<file path="src/shared/qlt_regs.vh">
// Constants for the four-channel bus transceiver mode control block
// How it works
// - Each channel keeps its own mode state
// - Normal goes Sleep after long low control
// - Valid bus wake moves Sleep to Standby
// - Local wake needs control high beyond go-to-normal
// - Standby holds receive output low until wake request clears
// - Control high in Standby clears wake request
// - Long control high from Sleep/Standby gives Normal
// - Only Normal passes data; receive mirrors bus
// - Transmit low drives bus dominant in Normal
// - Low supply holds pair in power-on reset
// - Remote wake needs long dominant then rising
// - Overtemperature disables both drivers of pair
// - Transmit low too long releases the bus
// - Floating control input reads low; Normal goes Sleep, Standby stays
// - Floating transmit input resolves to low
// - Driver waits for transmit high after Normal entry
// - Receive floats in Sleep/reset; transmitter off
`ifndef QLT_REGS_VH
`define QLT_REGS_VH

// Clock rate
`define QLT_CLK_MHZ         20
// Durations in ns, plain defaults
`define QLT_T_GOTOSLEEP_NS  5000
`define QLT_T_GOTONORM_NS   5000
`define QLT_T_WAKE_DOM_NS   50000
`define QLT_T_TX_TO_NS      20000000
// Least times, rounded up to whole cycles
`define QLT_CYC(ns) (((ns) * `QLT_CLK_MHZ + 999) / 1000)
`define QLT_GOTOSLEEP_CYC   `QLT_CYC(`QLT_T_GOTOSLEEP_NS)
`define QLT_GOTONORM_CYC    `QLT_CYC(`QLT_T_GOTONORM_NS)
`define QLT_WAKE_DOM_CYC    `QLT_CYC(`QLT_T_WAKE_DOM_NS)
`define QLT_TX_TO_CYC       `QLT_CYC(`QLT_T_TX_TO_NS)
// Counter width
`define QLT_CNT_W           20
// Mode encodings
`define QLT_MODE_POR        2'h0
`define QLT_MODE_SLEEP      2'h1
`define QLT_MODE_STBY       2'h2
`define QLT_MODE_NORM       2'h3
// Event word: channel in [3:2], new mode in [1:0]
`define QLT_EVT_W           4

`endif

</file>
<file path="src/design/qlt_buf.v">
// Two-entry valid/ready buffer for mode-change events
`timescale 1ns/1ns
module qlt_buf #(
    parameter W = 4
) (
    input  wire         clk,       // Clock
    input  wire         rstn,      // Async reset, active low
    input  wire         in_valid,  // Word offered
    output wire         in_ready,  // Room for a word
    input  wire [W-1:0] in_data,   // Word in
    output wire         out_valid, // Word available
    input  wire         out_ready, // Receiver takes word
    output wire [W-1:0] out_data   // Word out, from flops
);

    reg [W-1:0] mem_ff [0:1];
    reg         rd_ptr_ff;
    reg         wr_ptr_ff;
    reg [1:0]   cnt_ff;
    wire        push;
    wire        pop;

    // Honest full and empty
    assign in_ready  = (cnt_ff != 2'h2);
    assign out_valid = (cnt_ff != 2'h0);
    assign out_data  = mem_ff[rd_ptr_ff];
    assign push      = in_valid & in_ready;
    assign pop       = out_valid & out_ready;

    // Storage, pointers and fill count
    always @(posedge clk or negedge rstn) begin
        if (!rstn) begin
            mem_ff[0] <= {W{1'b0}};
            mem_ff[1] <= {W{1'b0}};
            rd_ptr_ff <= 1'b0;
            wr_ptr_ff <= 1'b0;
            cnt_ff    <= 2'h0;
        end else begin
            if (push) begin
                mem_ff[wr_ptr_ff] <= in_data;
                wr_ptr_ff         <= ~wr_ptr_ff;
            end
            if (pop) begin
                rd_ptr_ff <= ~rd_ptr_ff;
            end
            if (push && !pop) begin
                cnt_ff <= cnt_ff + 2'h1;
            end else if (pop && !push) begin
                cnt_ff <= cnt_ff - 2'h1;
            end
        end
    end

endmodule // qlt_buf

</file>
<file path="src/design/qlt_top.v">
// Four-channel transceiver mode control, drivers and wake logic
`timescale 1ns/1ns
`include "qlt_regs.vh"
module qlt_top #(
    parameter GOTOSLEEP_CYC = `QLT_GOTOSLEEP_CYC, // Go-to-sleep filter, cycles
    parameter GOTONORM_CYC  = `QLT_GOTONORM_CYC,  // Go-to-normal filter, cycles
    parameter WAKE_DOM_CYC  = `QLT_WAKE_DOM_CYC,  // Dominant wake time, cycles
    parameter TX_TO_CYC     = `QLT_TX_TO_CYC      // Transmit dominant timeout, cycles
) (
    input  wire                  clk,          // Clock, 20 MHz
    input  wire                  rstn,         // Async reset, active low
    input  wire [3:0]            tx_data_in,   // Transmit data per channel
    input  wire [3:0]            sleep_ctrl_n, // Sleep control per channel, high = normal
    input  wire [3:0]            bus_line_in,  // Bus level per channel, low = dominant
    output wire [3:0]            bus_line_out, // Bus drive value, always dominant
    output wire [3:0]            bus_line_oe,  // Bus pulled dominant while high
    output wire [3:0]            rx_data_out,  // Receive pin value
    output wire [3:0]            rx_data_oe,   // Receive pin driven while high
    input  wire [1:0]            supply_ok,    // Supply above reset threshold, per pair
    input  wire [1:0]            overtemp,     // Overtemperature, per pair
    output wire [1:0]            mode_ch0,     // Channel 0 mode
    output wire [1:0]            mode_ch1,     // Channel 1 mode
    output wire [1:0]            mode_ch2,     // Channel 2 mode
    output wire [1:0]            mode_ch3,     // Channel 3 mode
    output wire                  evt_valid,    // Mode-change event available
    input  wire                  evt_ready,    // Receiver takes event
    output wire [`QLT_EVT_W-1:0] evt_data      // Event: channel, new mode
);

    ////////////////////////////////////////////////////////////////////////////
    // Mode codes and counter width
    localparam [1:0] MODE_POR   = `QLT_MODE_POR;
    localparam [1:0] MODE_SLEEP = `QLT_MODE_SLEEP;
    localparam [1:0] MODE_STBY  = `QLT_MODE_STBY;
    localparam [1:0] MODE_NORM  = `QLT_MODE_NORM;
    localparam       CW         = `QLT_CNT_W;

    // Filter limits as plain integers, then cut to the counter width
    localparam integer  SLEEP_I   = GOTOSLEEP_CYC;
    localparam integer  NORM_I    = GOTONORM_CYC;
    localparam integer  WAKE_I    = WAKE_DOM_CYC;
    localparam integer  TO_I      = TX_TO_CYC;
    localparam [CW-1:0] SLEEP_LIM = SLEEP_I[CW-1:0];
    localparam [CW-1:0] NORM_LIM  = NORM_I[CW-1:0];
    localparam [CW-1:0] WAKE_LIM  = WAKE_I[CW-1:0];
    localparam [CW-1:0] TO_LIM    = TO_I[CW-1:0];

    // Counter saturation value and step
    localparam [CW-1:0] CNT_MAX   = {CW{1'b1}};
    localparam [CW-1:0] CNT_ONE   = {{(CW-1){1'b0}}, 1'b1};

    // Event selection and pending state
    wire [7:0] mode_all;
    wire [3:0] chg;
    reg  [3:0] pend_ff;
    reg  [3:0] nxt_pend;
    reg  [1:0] sel;
    reg        sel_vld;
    wire       buf_ready;
    wire       push;

    // Pin value fixed dominant; the enable does the driving
    assign bus_line_out = 4'h0;

    // Mode outputs, two bits per channel
    assign mode_ch0     = mode_all[1:0];
    assign mode_ch1     = mode_all[3:2];
    assign mode_ch2     = mode_all[5:4];
    assign mode_ch3     = mode_all[7:6];

    ////////////////////////////////////////////////////////////////////////////
    // Per-channel mode machine, filters, driver and receiver
    genvar i;
    generate
        for (i = 0; i < 4; i = i + 1) begin : g_ch
            // Two-stage synchronisers; transmit and control reset low like the pad pull-downs, bus stages reset high
            reg          tx_m_ff, tx_s_ff;
            reg          slp_m_ff, slp_s_ff;
            reg          bus_m_ff, bus_s_ff, bus_d_ff;
            reg  [1:0]   mode_ff;
            reg  [1:0]   nxt_mode;
            reg  [CW-1:0] slp_hi_ff, slp_lo_ff, bus_lo_ff, tx_lo_ff;
            reg          wake_req_ff;
            reg          tx_arm_ff;
            reg          drv_ff;
            reg          rx_val_ff;
            reg          rx_oe_ff;
            wire         pair_ok;
            wire         pair_hot;
            wire         tx_timeout;
            wire         rem_wake;
            wire         loc_norm;
            wire         go_sleep;

            // Pair-shared supply and temperature
            assign pair_ok  = supply_ok[i/2];
            assign pair_hot = overtemp[i/2];

            // Synchronisers; first stage feeds only the second
            always @(posedge clk or negedge rstn) begin
                if (!rstn) begin
                    tx_m_ff  <= 1'b0;
                    tx_s_ff  <= 1'b0;
                    slp_m_ff <= 1'b0;
                    slp_s_ff <= 1'b0;
                    bus_m_ff <= 1'b1;
                    bus_s_ff <= 1'b1;
                    bus_d_ff <= 1'b1;
                end else begin
                    tx_m_ff  <= (tx_data_in[i] === 1'b1);
                    tx_s_ff  <= tx_m_ff;
                    slp_m_ff <= (sleep_ctrl_n[i] === 1'b1);
                    slp_s_ff <= slp_m_ff;
                    bus_m_ff <= bus_line_in[i];
                    bus_s_ff <= bus_m_ff;
                    bus_d_ff <= bus_s_ff;
                end
            end

            // Level-duration counters, saturating
            always @(posedge clk or negedge rstn) begin
                if (!rstn) begin
                    slp_hi_ff <= {CW{1'b0}};
                    slp_lo_ff <= {CW{1'b0}};
                    bus_lo_ff <= {CW{1'b0}};
                    tx_lo_ff  <= {CW{1'b0}};
                end else begin
                    slp_hi_ff <= !slp_s_ff ? {CW{1'b0}} :
                                 (slp_hi_ff == CNT_MAX) ? slp_hi_ff : slp_hi_ff + CNT_ONE;
                    slp_lo_ff <= slp_s_ff ? {CW{1'b0}} :
                                 (slp_lo_ff == CNT_MAX) ? slp_lo_ff : slp_lo_ff + CNT_ONE;
                    bus_lo_ff <= bus_s_ff ? {CW{1'b0}} :
                                 (bus_lo_ff == CNT_MAX) ? bus_lo_ff : bus_lo_ff + CNT_ONE;
                    // Timer restarts at each falling edge, clears at rising
                    tx_lo_ff  <= tx_s_ff ? {CW{1'b0}} :
                                 (tx_lo_ff == CNT_MAX) ? tx_lo_ff : tx_lo_ff + CNT_ONE;
                end
            end

            // Filtered decisions
            assign go_sleep   = (slp_lo_ff > SLEEP_LIM);
            assign loc_norm   = (slp_hi_ff > NORM_LIM);
            assign rem_wake   = bus_s_ff && !bus_d_ff && (bus_lo_ff > WAKE_LIM);
            assign tx_timeout = (tx_lo_ff > TO_LIM);

            // Next mode
            always @* begin
                nxt_mode = mode_ff;
                if (!pair_ok) begin
                    nxt_mode = MODE_POR;
                end else begin
                    case (mode_ff)
                        MODE_POR: begin
                            nxt_mode = MODE_SLEEP;
                        end
                        MODE_SLEEP: begin
                            if (loc_norm) begin
                                nxt_mode = MODE_NORM;
                            end else if (rem_wake) begin
                                nxt_mode = MODE_STBY;
                            end
                        end
                        MODE_STBY: begin
                            if (loc_norm) begin
                                nxt_mode = MODE_NORM;
                            end
                        end
                        MODE_NORM: begin
                            if (go_sleep) begin
                                nxt_mode = MODE_SLEEP;
                            end
                        end
                        default: begin
                            nxt_mode = MODE_POR;
                        end
                    endcase
                end
            end

            // Mode register, one per channel
            always @(posedge clk or negedge rstn) begin
                if (!rstn) begin
                    mode_ff <= MODE_POR;
                end else begin
                    mode_ff <= nxt_mode;
                end
            end

            // Wake request: set on remote wake, cleared at once by control high
            always @(posedge clk or negedge rstn) begin
                if (!rstn) begin
                    wake_req_ff <= 1'b0;
                end else if (nxt_mode == MODE_STBY && mode_ff == MODE_SLEEP) begin
                    wake_req_ff <= 1'b1;
                end else if (mode_ff != MODE_STBY || slp_s_ff) begin
                    wake_req_ff <= 1'b0;
                end
            end

            // Driver armed only after transmit seen high in Normal
            always @(posedge clk or negedge rstn) begin
                if (!rstn) begin
                    tx_arm_ff <= 1'b0;
                end else if (mode_ff != MODE_NORM) begin
                    tx_arm_ff <= 1'b0;
                end else if (tx_s_ff) begin
                    tx_arm_ff <= 1'b1;
                end
            end

            // Bus driver and receive pin, registered
            always @(posedge clk or negedge rstn) begin
                if (!rstn) begin
                    drv_ff    <= 1'b0;
                    rx_val_ff <= 1'b1;
                    rx_oe_ff  <= 1'b0;
                end else begin
                    drv_ff <= (mode_ff == MODE_NORM) && tx_arm_ff && !tx_s_ff
                              && !tx_timeout
                              && !pair_hot;
                    // Receive pin follows the mode
                    case (mode_ff)
                        MODE_NORM: begin
                            rx_val_ff <= bus_s_ff;
                            rx_oe_ff  <= 1'b1;
                        end
                        MODE_STBY: begin
                            rx_val_ff <= !wake_req_ff;
                            rx_oe_ff  <= wake_req_ff && !slp_s_ff;
                        end
                        default: begin
                            rx_val_ff <= 1'b1;
                            rx_oe_ff  <= 1'b0;
                        end
                    endcase
                end
            end

            // Per-channel pins and mode reporting
            assign bus_line_oe[i]     = drv_ff;
            assign rx_data_out[i]     = rx_val_ff;
            assign rx_data_oe[i]      = rx_oe_ff;
            assign mode_all[2*i+1:2*i] = mode_ff;
            assign chg[i]             = (nxt_mode != mode_ff);
        end
    endgenerate

    ////////////////////////////////////////////////////////////////////////////
    // Mode-change event reporting through the two-entry buffer

    // Lowest pending channel goes first
    always @* begin
        sel     = 2'h0;
        sel_vld = 1'b0;
        if (pend_ff[0]) begin
            sel     = 2'h0;
            sel_vld = 1'b1;
        end else if (pend_ff[1]) begin
            sel     = 2'h1;
            sel_vld = 1'b1;
        end else if (pend_ff[2]) begin
            sel     = 2'h2;
            sel_vld = 1'b1;
        end else if (pend_ff[3]) begin
            sel     = 2'h3;
            sel_vld = 1'b1;
        end
    end

    // Push whenever a channel is pending and the buffer has room
    assign push = sel_vld & buf_ready;

    // Pending flags held while the buffer is full; new change wins over clear
    always @* begin
        nxt_pend = pend_ff;
        if (push) begin
            nxt_pend[sel] = 1'b0;
        end
        nxt_pend = nxt_pend | chg;
    end

    // Pending register
    always @(posedge clk or negedge rstn) begin
        if (!rstn) begin
            pend_ff <= 4'h0;
        end else begin
            pend_ff <= nxt_pend;
        end
    end

    // Event buffer
    qlt_buf #(
        .W (`QLT_EVT_W)
    ) u_buf (
        .clk       (clk),
        .rstn      (rstn),
        .in_valid  (sel_vld),
        .in_ready  (buf_ready),
        .in_data   ({sel, mode_all[2*sel +: 2]}),
        .out_valid (evt_valid),
        .out_ready (evt_ready),
        .out_data  (evt_data)
    );

endmodule // qlt_top

</file>
<file path="config.mk">
export PLATFORM = sky130hd
export DESIGN_NAME = qlt_top
export DESIGN_NICKNAME = d
export VERILOG_FILES = /design/src/design/qlt_buf.v /design/src/design/qlt_top.v
export VERILOG_INCLUDE_DIRS = /design/src /design/src/shared
export SDC_FILE = /design/constraint.sdc
export NUM_CORES = 1
export LEC_CHECK = 0
export BUFFER_PORTS_ARGS = -buffer_cell sky130_fd_sc_hd__buf_2
export CAP_MARGIN = 20
export CORE_MARGIN = 1.5
export CORE_UTILIZATION = 50
export CTS_CLUSTER_SIZE = 20
export DETAILED_ROUTE_END_ITERATION = 16
export PLACE_DENSITY = 0.8
export SLEW_MARGIN = 20
export SYNTH_ARGS = -nofsm -noshare
export SYNTH_HDL_FRONTEND = slang
export SYNTH_SLANG_ARGS = --single-unit
</file>
<file path="constraint.sdc">
create_clock -name clk -period 1.9 [get_ports clk]
set_clock_uncertainty 0.1 [all_clocks]
set_input_delay 0.38 -clock clk [delete_from_list [all_inputs] [get_ports clk]]
set_output_delay 0.38 -clock clk [all_outputs]
set_load 0.005 [all_outputs]
</file>
After elaboration in Yosys (flattened, before gate mapping)

Cells that the tools add are included.

Output and inout bits: 29
Register bits: 392
Word-level logic and storage cells: 369

Eq/ne operators: 69
Order comparisons: 21
Bitwise logic cells: 9
Mux-type cells: 99
Shift operators: 1
$add $sub $neg: 18
Reductions and logical operators: 78

Operators by type and width:

| cell                  | number |
|---|---|
| $mux 20               | 32 |
| $add 20x1->20 const B | 16 |
| $eq 20x20->1 const B  | 16 |
| $gt 20x7->1 const B   | 8 |
| $gt 20x10->1 const B  | 4 |
| $gt 20x19->1 const B  | 4 |
| $mux 2                | 26 |
| $ne 2x2->1 const B    | 25 |
| $logic_and 1x1->1     | 36 |
| $pmux 2 s4            | 4 |
| $eq 2x2->1 const B    | 12 |
| $logic_not 1->1       | 24 |
| $mux 1                | 21 |
| $mux 4                | 5 |
| $reduce_bool 2->1     | 10 |
| $pmux 1 s2            | 8 |
| $bwmux 8              | 1 |
| $eq 2x1->1 const B    | 4 |
| $eqx 1x1->1 const B   | 8 |
| $logic_not 2->1       | 4 |
| $ne 2x2->1            | 4 |
| $shiftx 8x4->2        | 1 |
| $and 4x4->4           | 1 |
| $demux 4 s1           | 1 |
| other kinds (13)      | 20 |

Longest topological paths before layout

Depth in word-level cells: 12
Mapped depth: 8
Mapped depth without buffers: 8

Modules after synthesis

A second synthesis with hierarchy kept.

Cells, all modules: 2091
Area, all modules: 19901.6 sq um

Modules (own cells, without submodules):

| module  | instances | cells each | area an instance (sq um) |
|---|---|---|---|
| qlt_top | 1         | 2053       | 19328.5 |
| qlt_buf | 1         | 38         | 573.0 |

Least setup slack after synthesis

Ideal clock, no wire load.

Path type: register -> register
Start point: register g_ch[0].slp_hi_ff[14]
End point: register pend_ff[0]
Setup time: 135 ps
Arrival time: 1797 ps
Stages on the path, launching flop included: 7
Slack: -132 ps
Period minus slack after synthesis: 2032 ps
Buffers on the path: 0
Cell sequence: dfrtp_1 > or4_1 > nor3_1 > o2111ai_1 > o31ai_1 > xor2_1 > o311ai_1

Word-level cells in the longest chain between the ends: 6

Ends and longest elaborated chain:

| element                   | RTL line                     | text |
|---|---|---|
| start: declaration        | qlt_top.v:82                 | `reg [CW-1:0] slp_hi_ff, slp_lo_ff, bus_lo_ff, tx_lo_ff;` |
| start signal: assignment  | qlt_top.v:123                | `slp_hi_ff <= {CW{1'b0}};` |
| start signal: assignment  | qlt_top.v:128                | `slp_hi_ff <= !slp_s_ff ? {CW{1'b0}} :` |
| $gt 20x7->1 (*)           | qlt_top.v:142                | `assign loc_norm = (slp_hi_ff > NORM_LIM);` |
| $mux 2 (on tied branches) | qlt_top.v:164, qlt_top.v:157 |  |
| $pmux 2 s4 (*)            | qlt_top.v:152                | `case (mode_ff)` |
| $mux 2 (*)                | qlt_top.v:149                | `if (!pair_ok) begin` |
| $ne 2x2->1 (*)            | qlt_top.v:244                | `assign chg[i] = (nxt_mode != mode_ff);` |
| $or 4x4->4 (*)            | qlt_top.v:279                | `nxt_pend = nxt_pend \| chg;` |
| via nxt_pend[0]           | qlt_top.v:56                 | `reg [3:0] nxt_pend;` |
| end signal: assignment    | qlt_top.v:287                | `pend_ff <= nxt_pend;` |
| end: declaration          | qlt_top.v:55                 | `reg [3:0] pend_ff;` |

Mark *: on every way through the listed nets, which the timed path passes. The rest lies on a longest branch.
A chain may end at the register's enable or synchronous reset.

Final worst setup path

Ends and elaborated chain as after synthesis.

==> metrics.md <==
| Metric | Value |
|---|---|
| Maximum vdd drop | `0.0005924 V` |
| Endpoints failing setup | `29` |
| Insertion delay to the later sink of the worst-skew pair | `560 ps` |
| Tot GR Track Use | `22.78%` |
| Num rows | `72` |
| Core area | `38830 um2` |
| DR vias/cell | `5.716` |
| Syn Inst Count | `2065` |
| Non-filler instance count after layout | `2968` |
| Switching Fraction | `24.16%` |
| Power Internal | `14.76 mW` |
| Synthesis-to-finish area growth | `29.49%` |
| TritonCTS clock tree | `done` |
| Final Hold Fails | `0` |
| Status | `finished with violations` |
| Initial antenna violation count | `2` |
| Commonest non-fill, non-tap cell in the layout | `dfrtp_1` |
| Synth Flop Type | `dfrtp_1` |
| Number of flops mapped to enable cells by yosys | `0` |
| Share of the synthesized area in the top cell type | `47.61%` |
| Post-route antenna net violation count | `0` |
| Share of cells above drive strength 1 | `27.44%` |
| Netlist cell types | `74` |
| Die height | `201.8 um` |
| Crit path max-delay cell type | `or4_4` |
| Initial Util | `50.90%` |
| Crit path cell chain | `or4_4, nor3_4, o2111ai_2, o31ai_4, xor2_2, o311ai_1` |
| Synthesized area | `19760 um2` |
| Startpoint Class | `flip-flop` |
| Final #Nets | `2468` |
| Most frequent cells in the layout | `dfrtp_1, nor2_1, buf_4` |
| Synthesized area per cell | `9.571 um2` |
| Failing checks | `setup timing` |
| Ports | `48` |
| Number of max-cap violations | `0` |
| Root Buffer | `clkbuf_16` |
| Count of state elements after synthesis | `392` |
| CP max stage delay | `540 ps` |
| Number of clock sinks | `392` |
| Yosys top cell by area | `dfrtp_1` |
| Routed WL | `49650 um` |
| Pwr dens | `760.3 nW/um2` |
| Drt initial violations | `1242` |
| Ranking of synthesized cells by area | `dfrtp_1, xor2_1, nor2_1, xnor2_1, nand3_1` |
| Remaining global-route overflow | `0` |
| Top delay family on crit path | `simple AND/OR/NAND/NOR gates` |
| Worst slew margin | `62.31%` |
| Leak Pwr | `11.37 nW` |
| Htree depth | `2` |
| WP buf/inv | `0` |
| Clk buf depth | `3` |
| Synth Warn # | `0` |
| WL/cell | `16.73 um` |
| DP Wirelength | `31200 um` |
| Fmax | `465.6 MHz` |
| Via count | `16.97k` |
| Hold slack | `67.75 ps` |
| Worst EP required | `2230 ps` |
| Placed Area | `22400 um2` |
| Clock share of power | `44.7%` |
| Number of CTS-inserted buffers | `43` |
| RSZ-0062 raised after global routing | `true` |
| Drc violations | `0` |
| Tot Pwr | `19.46 mW` |
| Combinational power share | `9.7%` |
| Psw | `4.701 mW` |
| CP max FO | `2` |
| Sequential share of power | `45.6%` |
| Placed Cells incl. Taps | `2815` |
| Tcrit/Tclk final | `113.0%` |
| Global-route wire length before repair | `78340 um` |
| Clock-pin slew on the worst setup and hold paths | `60 ps` |
| 1st-pass router iterations | `5` |
| Seq/Total Area, Yosys | `49.73%` |
| Fin util | `65.92%` |
| Setup WS post-layout | `-247.8 ps` |
| Final slew viol count | `0` |
| Worst EP arrival | `2480 ps` |
| Gpl congestion | `0.8784` |
| PortBufs | `43` |
| Tmin final | `2148 ps` |
| Largest net degree at the start of global routing | `64` |
| Crit end category | `flip-flop` |
| Vias in the first global route | `16.55k` |
| Fin area | `25590 um2` |
| Die X | `201.8 um` |
| WS Path Type | `flip-flop to flip-flop` |
| HP Class | `primary input to flip-flop` |
| Die footprint | `40730 um2` |
| Measured slew at the worst slew-check pin | `561.9 ps` |
| Ys async rst share | `100.0%` |
## area by class of cell
type,instances,area [um2]
clock inverters,22,274.0
diodes,1,2.502
fillers,2682,13230
flip-flops and latches,392,9852
repair buffers,372,2849
inverters,64,240.2
multi-input cells,1543,10540
well taps,518,648.1
clock buffers,56,1187
## flip-flops by register name, summed over array words and instances (netlist names), 8 cells and up
| name | flops |
|---|---|
| g_ch.bus_lo_ff | 80 |
| g_ch.slp_hi_ff | 80 |
| g_ch.slp_lo_ff | 80 |
| g_ch.tx_lo_ff | 80 |
| u_buf.mem_ff | 8 |
## logic make-up after synthesis
logic type,share of synthesized area [%]
XOR/XNOR,10.72
buffers and inverters,2.880
AO/OA/AOI/OAI,6.907
multiplexers,1.830
other,0.01897
flip-flops,49.73
adder cells (fa/ha/maj),2.089
AND/OR/NAND/NOR,25.82
## worst register-to-register path: stages, from the launching register on
cell	delay [ps]
dfrtp_1	400
or4_4	540
nor3_4	160
o2111ai_2	190
o31ai_4	300
xor2_2	200
o311ai_1	130
## stage by stage
step / TNS [ps] / setup WS, ps
floorplan: -271.6 / -87.60
global placement: -574.8 / -155.9
detailed placement: -2296 / -275.1
CTS: -1598 / -262.6
global route: -6669 / -373.9
finish: -2129 / -247.8
## metal layers
layer	routed length, um	global-route usage [%]
met5	13	0
met3	2264	4.192
met4	1423	7.090
met2	25030	38.81
met1	20910	29.47
## what timing repair did
item / in CTS / in global routing
pin swaps: 15 / 84
buffers inserted: 11 / 53
endpoints found under the hold margin: 91 / 0
cloned: 0 / 0
gates resized for setup: 48 / 203
hold buffers: 13 / 0
setup endpoints to repair: 49 / 204
## power groups by stage
stage               logic (mW)  clock network (mW)  registers [mW]
floorplan                0.833                   0            8.94
global placement          1.47                   0            8.97
detailed placement        1.55                   0            8.99
CTS                       1.76                8.80            8.85
global route              2.08                9.18            8.89
finish                    1.90                8.69            8.87
## cell usage after synthesis, types with 6 or more instances
library cell and instances:
dfrtp_1 376, nor2_1 344, xor2_1 152, nand2_1 145, nand3_1 142, xnor2_1 90, nand4_1 87, a21oi_1 70
inv_1 61, nor3_1 60, and3_1 52, clkbuf_1 48, nor4_1 40, o21ai_0 39, a31oi_1 34, ha_1 33
and4_1 24, or3_1 23, mux2i_1 17, nand2b_1 17, buf_4 16, dfstp_2 16, nor2b_1 14, a211oi_1 13
and2_1 13, mux2_2 13, nor4b_1 11, nand3b_1 7, o211a_1 7, a21o_1 6, o31ai_1 6, or2_2 6
## final timing paths
check	start	end	slack, ps	depth (start not counted)
max in group asynchronous	rstn	g_ch[1].rx_val_ff	790	3
min reg2reg	g_ch[2].slp_m_ff	g_ch[2].slp_s_ff	250	0
max	g_ch[0].slp_hi_ff[14]	pend_ff[0]	-250	6
min in group asynchronous	rstn	g_ch[0].tx_lo_ff[14]	210	2
min	overtemp[1]	g_ch[2].drv_ff	70	4
max reg2reg	g_ch[0].slp_hi_ff[14]	pend_ff[0]	-250	6
Note: power is estimated with default switching activity, not from simulation.
